===== src/phy_misc_map.svh =====
// Register indices, field positions, reset values and timing figures
// Assumes inclusion by bare name; definitions only
`ifndef PHY_MISC_MAP_SVH
`define PHY_MISC_MAP_SVH

// Register indices; byte address is four times the index
`define IDX_GAIN          16'h0402
`define IDX_CLK_DELAY     16'h0446
`define IDX_DISCHARGE     16'h0448
`define IDX_LIGHT_CFG     16'h0460
`define IDX_IRQ_STATUS    16'h0470
`define IDX_IRQ_MASK      16'h0471

// Field positions
`define GAIN_LSB          0
`define GAIN_RSV_LSB      3
`define TX_DELAY_LSB      4
`define RX_DELAY_LSB      0
`define MAC_COUNT_LSB     8
`define LINE_COUNT_LSB    0
`define LIGHT_RSV_LSB     14
`define BLINK_LSB         12
`define THIRD_SRC_LSB     8
`define SECOND_SRC_LSB    4
`define FIRST_SRC_LSB     0
`define IRQ_MAC_BIT       0
`define IRQ_LINE_BIT      1

// Reset values
`define RST_GAIN          3'h3
`define RST_GAIN_RSV      13'h0070
`define RST_DELAY         4'h7
`define RST_BLINK         2'h2
`define RST_THIRD_SRC     4'h6
`define RST_SECOND_SRC    4'h1
`define RST_FIRST_SRC     4'h0

// Gain codes
`define GAIN_MINUS_60     3'h0
`define GAIN_UNITY        3'h3
`define GAIN_PLUS_80      3'h7

// Indicator source codes
`define SRC_LINK          4'h0
`define SRC_LINK_ACT      4'h1
`define SRC_LINK_TX       4'h2
`define SRC_LINK_RX       4'h3
`define SRC_LINK_LEADER   4'h4
`define SRC_LINK_FOLLOWER 4'h5
`define SRC_ACT           4'h6

// Timing
`define CLK_MHZ           20
`define DELAY_STEP_PS     250
`define BLINK_MS_0        50
`define BLINK_MS_1        100
`define BLINK_MS_2        200
`define BLINK_MS_3        500

`endif


===== src/phy_misc_pkg.sv =====
// Types shared by the configuration and status register block
// Assumes the map header for all numeric values
package phy_misc_pkg;

    typedef logic [5:0]  count_t;
    typedef logic [3:0]  src_t;
    typedef logic [22:0] tick_t;

    typedef struct packed {
        count_t count;
    } strike_s;

    typedef struct packed {
        tick_t      tick;
        logic       phase;
        logic [2:0] leds;
    } light_s;

    typedef struct packed {
        logic [31:0] rdata;
        logic        ready;
        logic        err;
        logic        irq;
        logic [2:0]  gain;
        logic [12:0] gain_rsv;
        logic [3:0]  tx_dly;
        logic [3:0]  rx_dly;
        logic [1:0]  light_rsv;
        logic [1:0]  blink;
        src_t        third;
        src_t        second;
        src_t        first;
        logic [1:0]  status;
        logic [1:0]  mask;
    } regs_s;

endpackage : phy_misc_pkg


===== src/strike_counter.sv =====
// Saturating discharge event counter
// Assumes por_n comes only from the power-on detector, never from presetn
`timescale 1ns/10ps
module strike_counter (
    input  wire logic                 pclk,
    input  wire logic                 por_n,
    input  wire logic                 ce,
    input  wire logic                 strike,
    output      phy_misc_pkg::count_t count,
    output      logic                 bump
);
    import phy_misc_pkg::*;

    strike_s r_q;
    strike_s r_d;

    // No dead-time: every enabled cycle with strike high counts until the count is all ones
    assign bump  = ce & strike & ~(&r_q.count);
    assign count = r_q.count;

    always_comb begin
        r_d = r_q;
        if (bump) begin
            r_d.count = r_q.count + count_t'(1); // Stops at all ones
        end
    end

    // Only power cycle clears the count
    always_ff @(posedge pclk or negedge por_n) begin
        if (!por_n) begin
            r_q <= '0;
        end else begin
            r_q <= r_d;
        end
    end

endmodule : strike_counter


===== src/indicator_driver.sv =====
// Indicator light driver: blink timebase and per-light source select
// Assumes status inputs synchronous to pclk
`timescale 1ns/10ps
`include "phy_misc_map.svh"
module indicator_driver #(
    parameter int HALF_0 = 500000,
    parameter int HALF_1 = 1000000,
    parameter int HALF_2 = 2000000,
    parameter int HALF_3 = 5000000
) (
    input  wire logic               pclk,
    input  wire logic               presetn,
    input  wire logic               ce,
    input  wire logic [1:0]         blink_sel,
    input  wire phy_misc_pkg::src_t first_src,
    input  wire phy_misc_pkg::src_t second_src,
    input  wire phy_misc_pkg::src_t third_src,
    input  wire logic               link_up,
    input  wire logic               tx_activity,
    input  wire logic               rx_activity,
    input  wire logic               is_leader,
    output      logic [2:0]         leds
);
    import phy_misc_pkg::*;

    light_s r_q;
    light_s r_d;
    tick_t  half;

    // Unlisted and reserved codes keep the light dark
    function automatic logic source_out(src_t src, logic link, logic tx, logic rx,
                                        logic lead, logic ph);
        logic act;
        act = tx | rx;
        case (src)
            `SRC_LINK:          source_out = link;
            `SRC_LINK_ACT:      source_out = link & ~(act & ph);
            `SRC_LINK_TX:       source_out = link & ~(tx & ph);
            `SRC_LINK_RX:       source_out = link & ~(rx & ph);
            `SRC_LINK_LEADER:   source_out = link & lead;
            `SRC_LINK_FOLLOWER: source_out = link & ~lead;
            `SRC_ACT:           source_out = act & ph;
            default:            source_out = 1'b0;
        endcase
    endfunction : source_out

    always_comb begin
        case (blink_sel)
            2'h0:    half = tick_t'(HALF_0);
            2'h1:    half = tick_t'(HALF_1);
            2'h2:    half = tick_t'(HALF_2);
            default: half = tick_t'(HALF_3);
        endcase
        r_d = r_q;
        if (ce) begin
            if (r_q.tick >= half - tick_t'(1)) begin
                r_d.tick  = '0;
                r_d.phase = ~r_q.phase;
            end else begin
                r_d.tick = r_q.tick + tick_t'(1);
            end
            r_d.leds[0] = source_out(first_src, link_up, tx_activity, rx_activity,
                                     is_leader, r_q.phase);
            r_d.leds[1] = source_out(second_src, link_up, tx_activity, rx_activity,
                                     is_leader, r_q.phase);
            r_d.leds[2] = source_out(third_src, link_up, tx_activity, rx_activity,
                                     is_leader, r_q.phase);
        end
    end

    always_ff @(posedge pclk or negedge presetn) begin
        if (!presetn) begin
            r_q <= '0;
        end else begin
            r_q <= r_d;
        end
    end

    assign leds = r_q.leds;

endmodule : indicator_driver


===== src/phy_misc_regs.sv =====
// Configuration and status registers: line-driver gain, clock-path delays,
// discharge event counters, indicator light setup, event interrupt.
// Assumes an APB master on pclk, and a power-on reset separate from presetn.
//
// Register access over APB was left to the implementer.
`timescale 1ns/10ps
`include "phy_misc_map.svh"
module phy_misc_regs #(
    parameter int ADDR_W = 16,
    parameter int BLINK_HALF_0 = `BLINK_MS_0 * `CLK_MHZ * 500,
    parameter int BLINK_HALF_1 = `BLINK_MS_1 * `CLK_MHZ * 500,
    parameter int BLINK_HALF_2 = `BLINK_MS_2 * `CLK_MHZ * 500,
    parameter int BLINK_HALF_3 = `BLINK_MS_3 * `CLK_MHZ * 500
) (
    input  wire logic              pclk,
    input  wire logic              presetn,
    input  wire logic              por_n,
    input  wire logic              ce,
    input  wire logic              psel,
    input  wire logic              penable,
    input  wire logic              pwrite,
    input  wire logic [ADDR_W-1:0] paddr,
    input  wire logic [31:0]       pwdata,
    input  wire logic [3:0]        pstrb,
    output      logic [31:0]       prdata,
    output      logic              pready,
    output      logic              pslverr,
    output      logic              irq,
    input  wire logic              mac_strike,
    input  wire logic              line_strike,
    input  wire logic              link_up,
    input  wire logic              tx_activity,
    input  wire logic              rx_activity,
    input  wire logic              is_leader,
    output      logic [2:0]        gain_code,
    output      logic [3:0]        tx_delay_code,
    output      logic [3:0]        rx_delay_code,
    output      logic [2:0]        indicators
);
    import phy_misc_pkg::*;

    ////////////////////////////////////////////////////////////////////////////
    // State and wires

    regs_s       r_q;
    regs_s       r_d;
    count_t      mac_count;
    count_t      line_count;
    logic        mac_bump;
    logic        line_bump;
    logic [15:0] idx;
    logic        setup;
    logic        access;
    logic [15:0] wmask;
    logic [15:0] wval;
    logic [1:0]  events;
    logic        refused;
    logic        write_hit;
    logic [15:0] rword;

    ////////////////////////////////////////////////////////////////////////////
    // Helpers

    function automatic logic is_mapped(logic [15:0] i, logic [1:0] lo);
        logic hit;
        hit = (i == `IDX_GAIN) || (i == `IDX_CLK_DELAY) || (i == `IDX_DISCHARGE) ||
              (i == `IDX_LIGHT_CFG) || (i == `IDX_IRQ_STATUS) || (i == `IDX_IRQ_MASK);
        is_mapped = hit && (lo == 2'h0);
    endfunction : is_mapped

    // Only the low two lanes carry register bits
    function automatic logic [15:0] lane_mask(logic [3:0] strb);
        lane_mask = {{8{strb[1]}}, {8{strb[0]}}};
    endfunction : lane_mask

    function automatic logic [15:0] merge(logic [15:0] old, logic [15:0] val,
                                          logic [15:0] m);
        merge = (old & ~m) | (val & m);
    endfunction : merge

    function automatic logic [15:0] read_word(regs_s s, logic [15:0] i,
                                              count_t mac, count_t line);
        logic [15:0] w;
        w = 16'h0000;
        case (i)
            `IDX_GAIN: begin
                w[`GAIN_RSV_LSB +: 13] = s.gain_rsv;
                w[`GAIN_LSB +: 3]      = s.gain;
            end
            `IDX_CLK_DELAY: begin
                w[`TX_DELAY_LSB +: 4] = s.tx_dly;
                w[`RX_DELAY_LSB +: 4] = s.rx_dly;
            end
            `IDX_DISCHARGE: begin
                w[`MAC_COUNT_LSB +: 6]  = mac;
                w[`LINE_COUNT_LSB +: 6] = line;
            end
            `IDX_LIGHT_CFG: begin
                w[`LIGHT_RSV_LSB +: 2]  = s.light_rsv;
                w[`BLINK_LSB +: 2]      = s.blink;
                w[`THIRD_SRC_LSB +: 4]  = s.third;
                w[`SECOND_SRC_LSB +: 4] = s.second;
                w[`FIRST_SRC_LSB +: 4]  = s.first;
            end
            `IDX_IRQ_STATUS: begin
                w[1:0] = s.status;
            end
            `IDX_IRQ_MASK: begin
                w[1:0] = s.mask;
            end
            default: begin
                w = 16'h0000;
            end
        endcase
        read_word = w;
    endfunction : read_word

    ////////////////////////////////////////////////////////////////////////////
    // Discharge counters, on the power-on reset only

    strike_counter u_mac_counter (
        .pclk   (pclk),
        .por_n  (por_n),
        .ce     (ce),
        .strike (mac_strike),
        .count  (mac_count),
        .bump   (mac_bump)
    );

    strike_counter u_line_counter (
        .pclk   (pclk),
        .por_n  (por_n),
        .ce     (ce),
        .strike (line_strike),
        .count  (line_count),
        .bump   (line_bump)
    );

    ////////////////////////////////////////////////////////////////////////////
    // Indicator lights

    indicator_driver #(
        .HALF_0 (BLINK_HALF_0),
        .HALF_1 (BLINK_HALF_1),
        .HALF_2 (BLINK_HALF_2),
        .HALF_3 (BLINK_HALF_3)
    ) u_lights (
        .pclk        (pclk),
        .presetn     (presetn),
        .ce          (ce),
        .blink_sel   (r_q.blink),
        .first_src   (r_q.first),
        .second_src  (r_q.second),
        .third_src   (r_q.third),
        .link_up     (link_up),
        .tx_activity (tx_activity),
        .rx_activity (rx_activity),
        .is_leader   (is_leader),
        .leds        (indicators)
    );

    ////////////////////////////////////////////////////////////////////////////
    // Bus decode

    assign idx    = 16'(paddr >> 2);
    assign setup  = psel & ~penable;
    assign access = psel & penable & r_q.ready;
    assign wmask  = lane_mask(pstrb);
    assign wval   = pwdata[15:0];
    assign events[`IRQ_MAC_BIT]  = mac_bump;
    assign events[`IRQ_LINE_BIT] = line_bump;
    // Refused and write accesses answer zero so no field leaks on an error
    assign refused   = ~is_mapped(idx, paddr[1:0]);
    assign rword     = (pwrite || refused) ? 16'h0000 :
                       read_word(r_q, idx, mac_count, line_count);
    assign write_hit = access & pwrite & ~r_q.err;

    ////////////////////////////////////////////////////////////////////////////
    // Next state

    always_comb begin
        logic [15:0] m;
        logic [1:0]  clr;
        m   = 16'h0000;
        clr = 2'h0;
        r_d = r_q;
        if (ce) begin
            // No wait state: answer is prepared in the setup cycle
            if (setup) begin
                r_d.ready = 1'b1;
                r_d.err   = refused;
                r_d.rdata = {16'h0000, rword};
            end else if (access) begin
                r_d.ready = 1'b0;
                r_d.err   = 1'b0;
                r_d.rdata = 32'h0000_0000;
            end
            if (write_hit) begin
                m = wmask;
                case (idx)
                    `IDX_GAIN: begin
                        {r_d.gain_rsv, r_d.gain} =
                            merge({r_q.gain_rsv, r_q.gain}, wval, m);
                    end
                    `IDX_CLK_DELAY: begin
                        {r_d.tx_dly, r_d.rx_dly} = 8'(merge({8'h00, r_q.tx_dly, r_q.rx_dly},
                                                   wval, m));
                    end
                    `IDX_LIGHT_CFG: begin
                        {r_d.light_rsv, r_d.blink, r_d.third, r_d.second, r_d.first} =
                            merge({r_q.light_rsv, r_q.blink, r_q.third, r_q.second,
                                   r_q.first}, wval, m);
                    end
                    `IDX_IRQ_STATUS: begin
                        clr = wval[1:0] & m[1:0];
                    end
                    `IDX_IRQ_MASK: begin
                        r_d.mask = 2'(merge({14'h0000, r_q.mask}, wval, m));
                    end
                    default: begin
                        m = 16'h0000;
                    end
                endcase
            end
            // New event beats a simultaneous write-one clear
            r_d.status = (r_q.status & ~clr) | events;
            r_d.irq    = |(r_d.status & r_d.mask);
        end
    end

    ////////////////////////////////////////////////////////////////////////////
    // Registers

    always_ff @(posedge pclk or negedge presetn) begin
        if (!presetn) begin
            r_q           <= '0;
            r_q.gain      <= `RST_GAIN;
            r_q.gain_rsv  <= `RST_GAIN_RSV;
            r_q.tx_dly    <= `RST_DELAY;
            r_q.rx_dly    <= `RST_DELAY;
            r_q.blink     <= `RST_BLINK;
            r_q.third     <= `RST_THIRD_SRC;
            r_q.second    <= `RST_SECOND_SRC;
            r_q.first     <= `RST_FIRST_SRC;
        end else begin
            r_q <= r_d;
        end
    end

    ////////////////////////////////////////////////////////////////////////////
    // Outputs

    assign prdata        = r_q.rdata;
    assign pready        = r_q.ready;
    assign pslverr       = r_q.err;
    assign irq           = r_q.irq;
    assign gain_code     = r_q.gain;
    assign tx_delay_code = r_q.tx_dly;
    assign rx_delay_code = r_q.rx_dly;

endmodule : phy_misc_regs


===== config.mk =====
export PLATFORM = sky130hd
export DESIGN_NAME = phy_misc_regs
export DESIGN_NICKNAME = d
export VERILOG_FILES = /design/src/phy_misc_pkg.sv /design/src/strike_counter.sv /design/src/indicator_driver.sv /design/src/phy_misc_regs.sv
export VERILOG_INCLUDE_DIRS = /design/src
export SDC_FILE = /design/constraint.sdc
export NUM_CORES = 1
export LEC_CHECK = 0
export ABC_CLOCK_PERIOD_IN_PS = 3500
export BUFFER_PORTS_ARGS = -buffer_cell sky130_fd_sc_hd__clkbuf_2
export CORE_MARGIN = 2
export CORE_UTILIZATION = 55
export CTS_CLUSTER_DIAMETER = 200
export DETAILED_ROUTE_END_ITERATION = 10
export PLACE_DENSITY = 0.79
export SLEW_MARGIN = 30
export SYNTH_ARGS = -nofsm -noshare
export SYNTH_HDL_FRONTEND = slang
export SYNTH_SLANG_ARGS = --single-unit

===== constraint.sdc =====
create_clock -name pclk -period 3.5 [get_ports pclk]
set_input_delay 0 -clock pclk [delete_from_list [all_inputs] [get_ports pclk]]
set_output_delay 0 -clock pclk [all_outputs]
set_load 0.005 [all_outputs]

==> impl_metrics.yaml, run 1 <==
run_status:
  status: "complete, no violations"
synth:
  ys.warnings.count: 0
  synth_top_area_share: 0.370
  ys_async_sr_fraction: 1.00
  ys_seq_area_frac: 0.437
  synth.most_common_cell: "dfrtp_1"
  synth_cells: 553
  synth.top_cells.by_count: "dfrtp_1 (87), buf_4 (51), nand2_1 (41)"
  synth_edf_count: 0
  avgSynthCellArea_um2: 10.6
  synth_top_area_cell: "dfrtp_1"
  yosys_most_used_dff: "dfrtp_1"
  syn_area_um2: 5890
  synth_seq_cells: 102
  synthTopCellsByArea: "dfrtp_1 (37%), dfstp_2 (6.7%), buf_4 (6.5%), mux2_2 (5.5%), ha_1 (5.5%)"
  synth.distinct_cells: 68
timing:
  fmax_ghz: 0.365
  finalCritPeriodShare: 0.783
  finalHoldViolations: 0
  slew-limit-headroom: 0.449
  min_period_ns: 2.74
  skew_ns: 0.00905
  rsz0062_at_grt: "no"
  setup_viol: 0
  slew_viol_final: 0
  tightest_slew_ns: 0.826
  fin_setup_tns_ns: 0
route:
  vias_per_cell: 5.94
  first_pass_iters: 5
  wire_per_inst_um: 17.2
  wl_um: 13200
  postRouteAntennaNets: 0
  num_vias: 4560
  drt-initial-drc-count: 338
  drcViolationCount: 0
worst_setup_path:
  critical_path_buf_inv_count: 2
  critPathRequiredTime_ns: 3.76
  cp_slowest_cell: "dfstp_2"
  end_kind: "flip-flop"
  cp_slowest_stage_delay_ns: 0.60
  critPathMaxFanout: 9
  cp_top_family: "compound AO/OA/AOI/OAI gates"
  cpMostUsedCell: "ha_1"
  worst-setup-path-type: "flip-flop to flip-flop"
  startpoint_type: "flip-flop"
  arrival_ns: 3.00
  crit_chain: "inv_1 > ha_1 > o21ai_0 > ha_1 > nand4_1 > nor2_1 > a221oi_2 > a21oi_2 > buf_4 > xor2_1"
floorplanning:
  num_rows: 37
  die_area_um2: 11600
  die_w_um: 107
  dieHeight_um: 107
  initial_core_util: 0.568
  core_um2: 10400
  ioPinCount: 114
power:
  ir_worst_vdd_uv: 237
  seqPwrFrac: 0.560
  clkPwrFrac: 0.304
  p_leak_uw: 0.00316
  swShare: 0.293
  p_comb_frac: 0.136
  intPower_uw: 1780
  p_sw_uw: 740
  pwr_density_cell_nw_per_um2: 384
clocking:
  postCtsSetupBuffers: 0
  insertion_delay_ns: 0.37
  clock_path_buffers: 2
  htree_levels: 3
  cts_tree: "built"
  cts_root_buf: "clkbuf_8"
  numCtsBuffers: 9
  cts.sinks: 102
  clk_pin_slew_ns: 0.10
layout:
  final_util: 0.633
  layout-drive-gt1-share: 0.264
  syn2layout_area_growth_pct: 11.5
  final_nets: 718
  antenna_cells: 0
flow_run:
  cap_violations: 0
grt:
  grt_usage: 0.241
  grt_pass1_wl_um: 21600
  grt_max_degree: 67
  grt_overflow: 0
  grt_pass1_vias: 4471
  antenna_found_initial: 0
placement:
  place_hpwl_um: 9690
  io_buffers: 79
  place.gp.congestion: 0.874
min_path:
  hold_path_class: "input pin to flip-flop"
## repair_timing
item                       in CTS  in global routing
hold endpoints to repair      107                  1
setup endpoints to repair       0                  0
gates resized for setup         0                  0
hold buffers                   22                  1
## placed cells by master (no fill, tap or decap), types with 11 or more instances in the layout
| cell | n |
|---|---|
| dfrtp_1 | 87 |
| clkbuf_2 | 78 |
| nand2_1 | 41 |
| nor2_1 | 31 |
| mux2_2 | 29 |
| o21ai_0 | 27 |
| ha_1 | 26 |
| dlygate4sd3_1 | 23 |
| nand3_1 | 21 |
| inv_1 | 19 |
| xnor2_1 | 19 |
| conb_1 | 17 |
| dfstp_2 | 15 |
| nand4_1 | 11 |
| a22o_1 | 11 |
## power by group through the flow
stage                     combinational, uW  sequential (uW)  clock, uW
after detailed placement                321             1430          0
after CTS                               345             1410        789
after global placement                  300             1420          0
final                                   344             1410        767
after floorplan                         223             1390          0
after global routing                    394             1430        843
## final cells by class
type / count / area (um2)
clock buffers: 9 / 124
clock inverters: 7 / 77.6
fillers: 844 / 3800
inverters: 19 / 71.3
multi-input cells: 386 / 2870
flip-flops and latches: 102 / 2570
well taps: 136 / 170
repair buffers: 109 / 681
## worst reg2reg max path, cell delays in order, from the launching register on
cell and delay, ns:
dfstp_2 0.60, inv_1 0.09, ha_1 0.24, o21ai_0 0.22, ha_1 0.27, nand4_1 0.12
nor2_1 0.07, a221oi_2 0.55, a21oi_2 0.12, buf_4 0.20, xor2_1 0.15
## layer usage
metal / vias up / wire length [um] / GRT usage / share of wire
met4: 0 / 222 / 0.0943 / 0.017
met5: - / 0 / 0 / 0
met2: 170 / 6300 / 0.384 / 0.48
li1: 2128 / - / - / -
met1: 2244 / 5810 / 0.324 / 0.44
met3: 18 / 894 / 0.0478 / 0.068
## final timing paths
| check | from | endpoint | slack (ns) | cells after the start |
|---|---|---|---|---|
| max | flip-flop | u_lights.r_q[3] | 0.76 | 10 |
| min | paddr[2] | r_q[3] | 0.03 | 3 |
| max reg2reg | flip-flop | u_lights.r_q[3] | 0.76 | 10 |
| min reg2reg | prdata[13] | prdata[13] | 0.49 | 2 |
| max in group asynchronous | presetn | asynchronous set/reset pin | 2.35 | 3 |
| min in group asynchronous | por_n | u_line_counter.count[0] | 0.07 | 2 |
## kinds of logic (layout without fill, tap and decap cells)
logic type / Yosys count / in the layout / share of synthesized area
multiplexers: 47 / 47 / 0.0945
adder cells (fa/ha/maj): 26 / 26 / 0.0552
AND/OR/NAND/NOR: 162 / 162 / 0.154
other: 1 / 17 / 0.000637
flip-flops: 102 / 102 / 0.437
XOR/XNOR: 29 / 29 / 0.0431
AO/OA/AOI/OAI: 105 / 105 / 0.128
buffers and inverters: 81 / 144 / 0.0871
## stage by stage
stage | setup slack, ns | area [um2] | cells | power (uW) | hold WS (ns)
floorplan | 0.989 | 5950 | 569 | 1620 | -0.296
global placement | 0.879 | 6130 | 729 | 1720 | -0.107
detailed placement | 0.815 | 6130 | 729 | 1750 | -0.0985
CTS | 0.777 | 6550 | 767 | 2540 | 0.00680
global route | 0.571 | 6570 | 768 | 2670 | 0.0246
finish | 0.761 | 6570 | 768 | 2520 | 0.0299
Note: power is estimated with default switching activity, not from simulation.
==> run 2: changes to the inputs <==
ABC_AREA = 1   (was not set)
ABC_CLOCK_PERIOD_IN_PS = 2730   (was 3500)
clock period = 2.73 ns   (was 3.5 ns; I/O delays follow)
==> run 2 against run 1 <==
  * Sequential power increased by 28%
  * Sequential share of layout area decreased by 2.9 points
  * Register-to-register slack got worse by 0.54 ns
  * Largest power group unchanged
  * Clock-buffer cell count increased by 1
  * Combinational power increased by 37%
  * Die area increased by 7.5%
  * Critical path depth increased by 1
  * Synthesized cell count increased by 49%
  * Worst setup slack got worse by 0.54 ns
  * Hold slack got worse by 0.011 ns
  * Cell count increased by 36%
  * Non-clock buffer count decreased by 6
==> impl_metrics.yaml, run 2 <==
run_status:
  status: "complete, no violations"
route:
  vias_per_cell: 5.27
  num_vias: 5512
  first_pass_iters: 5
  drcViolationCount: 0
  wire_per_inst_um: 14.4
  postRouteAntennaNets: 0
  wl_um: 15100
  drt-initial-drc-count: 324
clocking:
  clock_path_buffers: 2
  htree_levels: 3
  cts_tree: "built"
  insertion_delay_ns: 0.36
  cts.sinks: 102
  postCtsSetupBuffers: 0
  numCtsBuffers: 9
  cts_root_buf: "clkbuf_16"
  clk_pin_slew_ns: 0.07
floorplanning:
  ioPinCount: 114
  core_um2: 11300
  initial_core_util: 0.561
  dieHeight_um: 111
  die_area_um2: 12400
  die_w_um: 111
  num_rows: 39
timing:
  slew_viol_final: 0
  slew-limit-headroom: 0.515
  fmax_ghz: 0.399
  tightest_slew_ns: 0.727
  setup_viol: 0
  skew_ns: 0.0136
  min_period_ns: 2.51
  finalCritPeriodShare: 0.919
  finalHoldViolations: 0
grt:
  grt_overflow: 0
  grt_pass1_vias: 5149
  grt_pass1_wl_um: 25200
  antenna_found_initial: 0
  grt_usage: 0.254
  grt_max_degree: 57
layout:
  fin_area_um2: 7090
  syn2layout_area_growth_pct: 11.7
  fin_cells: 1045
  antenna_cells: 0
  n_fill_cell: 1022
  final_common_cell: "nand2_1"
  layout_common_cells: "nand2_1 (227), dfrtp_1 (87), nor2_1 (80)"
  layout-drive-gt1-share: 0.175
  final_nets: 988
min_path:
  hold_path_class: "input pin to flip-flop"
synth:
  synth_cells: 826
  synth.most_common_cell: "nand2_1"
  synth_top_area_cell: "dfrtp_1"
  ys_seq_area_frac: 0.405
  yosys_most_used_dff: "dfrtp_1"
  synth_top_area_share: 0.343
  synth.top_cells.by_count: "nand2_1 (228), dfrtp_1 (87), nor2_1 (80)"
  synth_edf_count: 0
  ys.warnings.count: 0
  synth_seq_cells: 102
  avgSynthCellArea_um2: 7.68
  synthTopCellsByArea: "dfrtp_1 (34%), nand2_1 (13%), dfstp_2 (6.2%), buf_4 (5.7%), nand3_1 (5.4%)"
  ys_async_sr_fraction: 1.00
  synth.distinct_cells: 43
  syn_area_um2: 6350
worst_setup_path:
  critPathMaxFanout: 18
  startpoint_type: "flip-flop"
  end_kind: "flip-flop"
  worst-setup-path-type: "flip-flop to flip-flop"
  arrival_ns: 2.79
  critPathRequiredTime_ns: 3.01
placement:
  place_inst: 1009
  place.gp.congestion: 0.937
  place_area_um2: 6600
  place_hpwl_um: 11200
  io_buffers: 79
flow_run:
  cap_violations: 0
power:
  pwr_density_cell_nw_per_um2: 498
  ir_worst_vdd_uv: 348
  p_leak_uw: 0.00355
run 2: cell types whose count changed in the layout (fill, tap and decap cells not counted), sizes merged, moves of 7 or more:
cell	previous run	this run
and4	7	0
nand2	42	231
xnor2	19	8
and3	11	1
nand4	11	19
o21ai	28	74
nor2	32	92
nand3	21	76
a22o	11	0
inv	23	87
a222oi	8	0
mux2	45	0
run 2: routing by layer:
layer,GRT usage,up-vias,share of wire
met4,0.0930,0,0.021
met1,0.355,2554,0.45
met2,0.406,182,0.47
met5,0,-,0
li1,-,2753,-
met3,0.0370,23,0.057
run 2: kinds of logic after synthesis:
group | Yosys count | share of synthesized area
other | 1 | 0.000591
adder cells (fa/ha/maj) | 26 | 0.0513
AND/OR/NAND/NOR | 433 | 0.306
flip-flops | 102 | 0.405
AO/OA/AOI/OAI | 96 | 0.0871
XOR/XNOR | 24 | 0.0331
buffers and inverters | 144 | 0.117
run 2: final timing paths:
path,to,slack (ns),depth (start not counted),startpoint
worst max-delay path,u_lights.r_q[10],0.22,11,flip-flop
worst min-delay path,pslverr,0.02,5,paddr[0]
worst max register to register,u_lights.r_q[10],0.22,11,flip-flop
worst min register to register,flip-flop,0.48,2,flip-flop
max in group asynchronous,asynchronous set/reset pin,1.78,3,presetn
min in group asynchronous,u_mac_counter.count[0],0.06,2,por_n
run 2: metrics by stage:
stage,hold WS [ns],util,TNS (ns),total power (uW),setup slack (ns)
after CTS,0.0189,0.626,0,3540,0.174
after global routing,0.0643,0.626,-0.00353,3690,-0.00353
after floorplan,-0.296,-,0,2110,0.398
final,0.0193,0.626,0,3530,0.222
after detailed placement,-0.101,0.583,0,2280,0.199
after global placement,-0.0999,0.583,0,2260,0.258
run 2: what timing repair did:
item | in CTS | in global routing
hold endpoints to repair | 92 | 0
hold buffers | 20 | 0
resized for setup | 0 | 3
setup endpoints to repair | 0 | 18
run 2: layout make-up:
| cell class | count | area [um2] | area share |
|---|---|---|---|
| Clock buffer | 10 | 229 | 0.0323 |
| Clock inverter | 6 | 53.8 | 0.00759 |
| Inverter | 85 | 322 | 0.0454 |
| Multi-Input combinational cell | 596 | 3090 | 0.436 |
| Sequential cell | 102 | 2570 | 0.363 |
| Tap cell | 143 | 179 | 0.0252 |
| Timing Repair Buffer | 103 | 641 | 0.0904 |
run 2: worst max-delay path: stages, from the launching register on:
cell and delay, ns:
dfstp_2 0.60, inv_1 0.10, ha_1 0.25, o21ai_0 0.20, ha_1 0.29, a21oi_1 0.15
o21ai_0 0.10, a21boi_0 0.21, nand4_1 0.16, nand2_2 0.14, inv_4 0.11, nor2_1 0.11
run 2: power breakdown:
group          switching, uW  total, uW  internal, uW
clock                    610       1250           635
sequential               161       1810          1650
combinational            271        472           200
total                   1040       3530          2480
==> run 3: changes to the inputs <==
ABC_AREA = 0   (was 1)
==> run 3 against run 2 <==
  * Core utilization rose by 1.9 points
  * Hold slack got worse by 0.015 ns
  * Via count down 17%
  * Non-clock buffer count grew 11
  * Largest power group unchanged
==> impl_metrics.yaml, run 3 (synthesis results as in run 1) <==
route:
  drt-initial-drc-count: 318
  drcViolationCount: 0
  wl_um: 13800
  postRouteAntennaNets: 0
  vias_per_cell: 5.92
  wire_per_inst_um: 17.8
  first_pass_iters: 6
  num_vias: 4575
grt:
  grt_pass1_wl_um: 22200
  antenna_found_initial: 0
  grt_overflow: 0
  grt_usage: 0.247
  grt_pass1_vias: 4500
  grt_max_degree: 69
worst_setup_path:
  cp_slowest_stage_delay_ns: 0.59
  cp_slowest_cell: "dfstp_2"
  critPathRequiredTime_ns: 3.04
  startpoint_type: "flip-flop"
  end_kind: "flip-flop"
  worst-setup-path-type: "flip-flop to flip-flop"
  crit_chain: "inv_1 > ha_2 > o21ai_0 > ha_1 > nand4_1 > buf_4 > nor4_4 > a221oi_4 > a21oi_2 > buf_12 > nor2_1"
  critical_path_buf_inv_count: 3
  cp_top_family: "compound AO/OA/AOI/OAI gates"
  arrival_ns: 2.93
  critPathMaxFanout: 18
layout:
  layout_common_cells: "dfrtp_1 (87), clkbuf_2 (78), nand2_1 (41)"
  n_fill_cell: 850
  syn2layout_area_growth_pct: 13.6
  final_common_cell: "dfrtp_1"
  antenna_cells: 0
  final_nets: 723
  final_util: 0.645
  layout-drive-gt1-share: 0.283
floorplanning:
  num_rows: 37
  dieHeight_um: 107
  core_um2: 10400
  ioPinCount: 114
  die_w_um: 107
  initial_core_util: 0.568
  die_area_um2: 11600
clocking:
  numCtsBuffers: 9
  insertion_delay_ns: 0.39
  cts.sinks: 102
  cts_tree: "built"
  clk_pin_slew_ns: 0.10
  clock_path_buffers: 2
  cts_root_buf: "clkbuf_8"
  htree_levels: 3
run_status:
  status: "complete, no violations"
flow_run:
  cap_violations: 0
timing:
  slew_viol_final: 0
  tightest_slew_ns: 0.859
  fmax_ghz: 0.381
  slew-limit-headroom: 0.428
  min_period_ns: 2.62
  finalCritPeriodShare: 0.961
  whs_ns: 0.00414
  setup_viol: 0
  fin_setup_tns_ns: 0
  finalHoldViolations: 0
  skew_ns: 0.0130
  rsz0062_at_grt: "yes"
placement:
  place.gp.congestion: 0.896
  io_buffers: 79
  place_hpwl_um: 9930
power:
  pwr_density_cell_nw_per_um2: 506
  p_leak_uw: 0.00320
  finalPower_uw: 3380
  ir_worst_vdd_uv: 235
min_path:
  hold_path_class: "input pin to flip-flop"
  hp-start: "pwdata[1]"
==> run 3: cell count changes in the layout (fill, tap and decap cells not counted), moves of 10 or more <==
cell	delta
buf_4	+10
inv_1	-59
nor2_1	-49
o21ai_1	-12
mux2_2	+29
a22o_1	+11
xnor2_1	+11
nand2_1	-186
nand3_1	-49
o21ai_0	-24
o21ai_2	-10
clkbuf_8	+11
==> run 3: what timing repair did <==
action | CTS | global route
buffers inserted | 0 | 4
resized for setup | 0 | 9
endpoints found under the hold margin | 109 | 0
hold buffers | 21 | 0
setup endpoints to repair | 0 | 23
==> run 3: layout make-up <==
class / instances / area [um2] / area share
inverter: 19 / 71.3 / 0.0107
clock inverter: 5 / 86.3 / 0.0129
multi-input combinational: 386 / 2910 / 0.436
tap: 136 / 170 / 0.0254
timing repair buffer: 114 / 726 / 0.108
sequential: 102 / 2570 / 0.384
clock buffer: 11 / 151 / 0.0226
==> run 3: metrics by stage <==
step	std cells	instance area (um2)	worst slack (ns)
floorplan	569	5950	0.219
global placement	732	6160	0.192
detailed placement	732	6160	0.0295
CTS	769	6610	0.00928
global route	773	6690	-0.0623
finish	773	6690	0.106
==> run 3: routing by layer <==
metal  track usage  share of wire  vias to the layer above
li1              -              -                     2123
met1         0.334           0.44                     2230
met2         0.385           0.47                      192
met3        0.0508          0.070                       30
met4         0.107          0.026                        0
met5             0              0                        -
==> run 3: worst paths after layout <==
check | slack, ns | endpoint | depth (start not counted)
worst min-delay path | 0.004 | flip-flop | 2
worst max-delay path | 0.11 | u_lights.r_q[10] | 11
worst min register to register | 0.49 | prdata[11] | 2
min in group asynchronous | 0.04 | u_line_counter.count[1] | 2
worst max register to register | 0.11 | u_lights.r_q[10] | 11
max in group asynchronous | 1.66 | asynchronous set/reset pin | 3
==> run 3: power by group <==
group	leakage, uW	total [uW]	internal (uW)	switching, uW
Sequential	0.00132	1810	1640	171
Clock	0.000121	1130	575	554
Combinational	0.00176	441	208	234
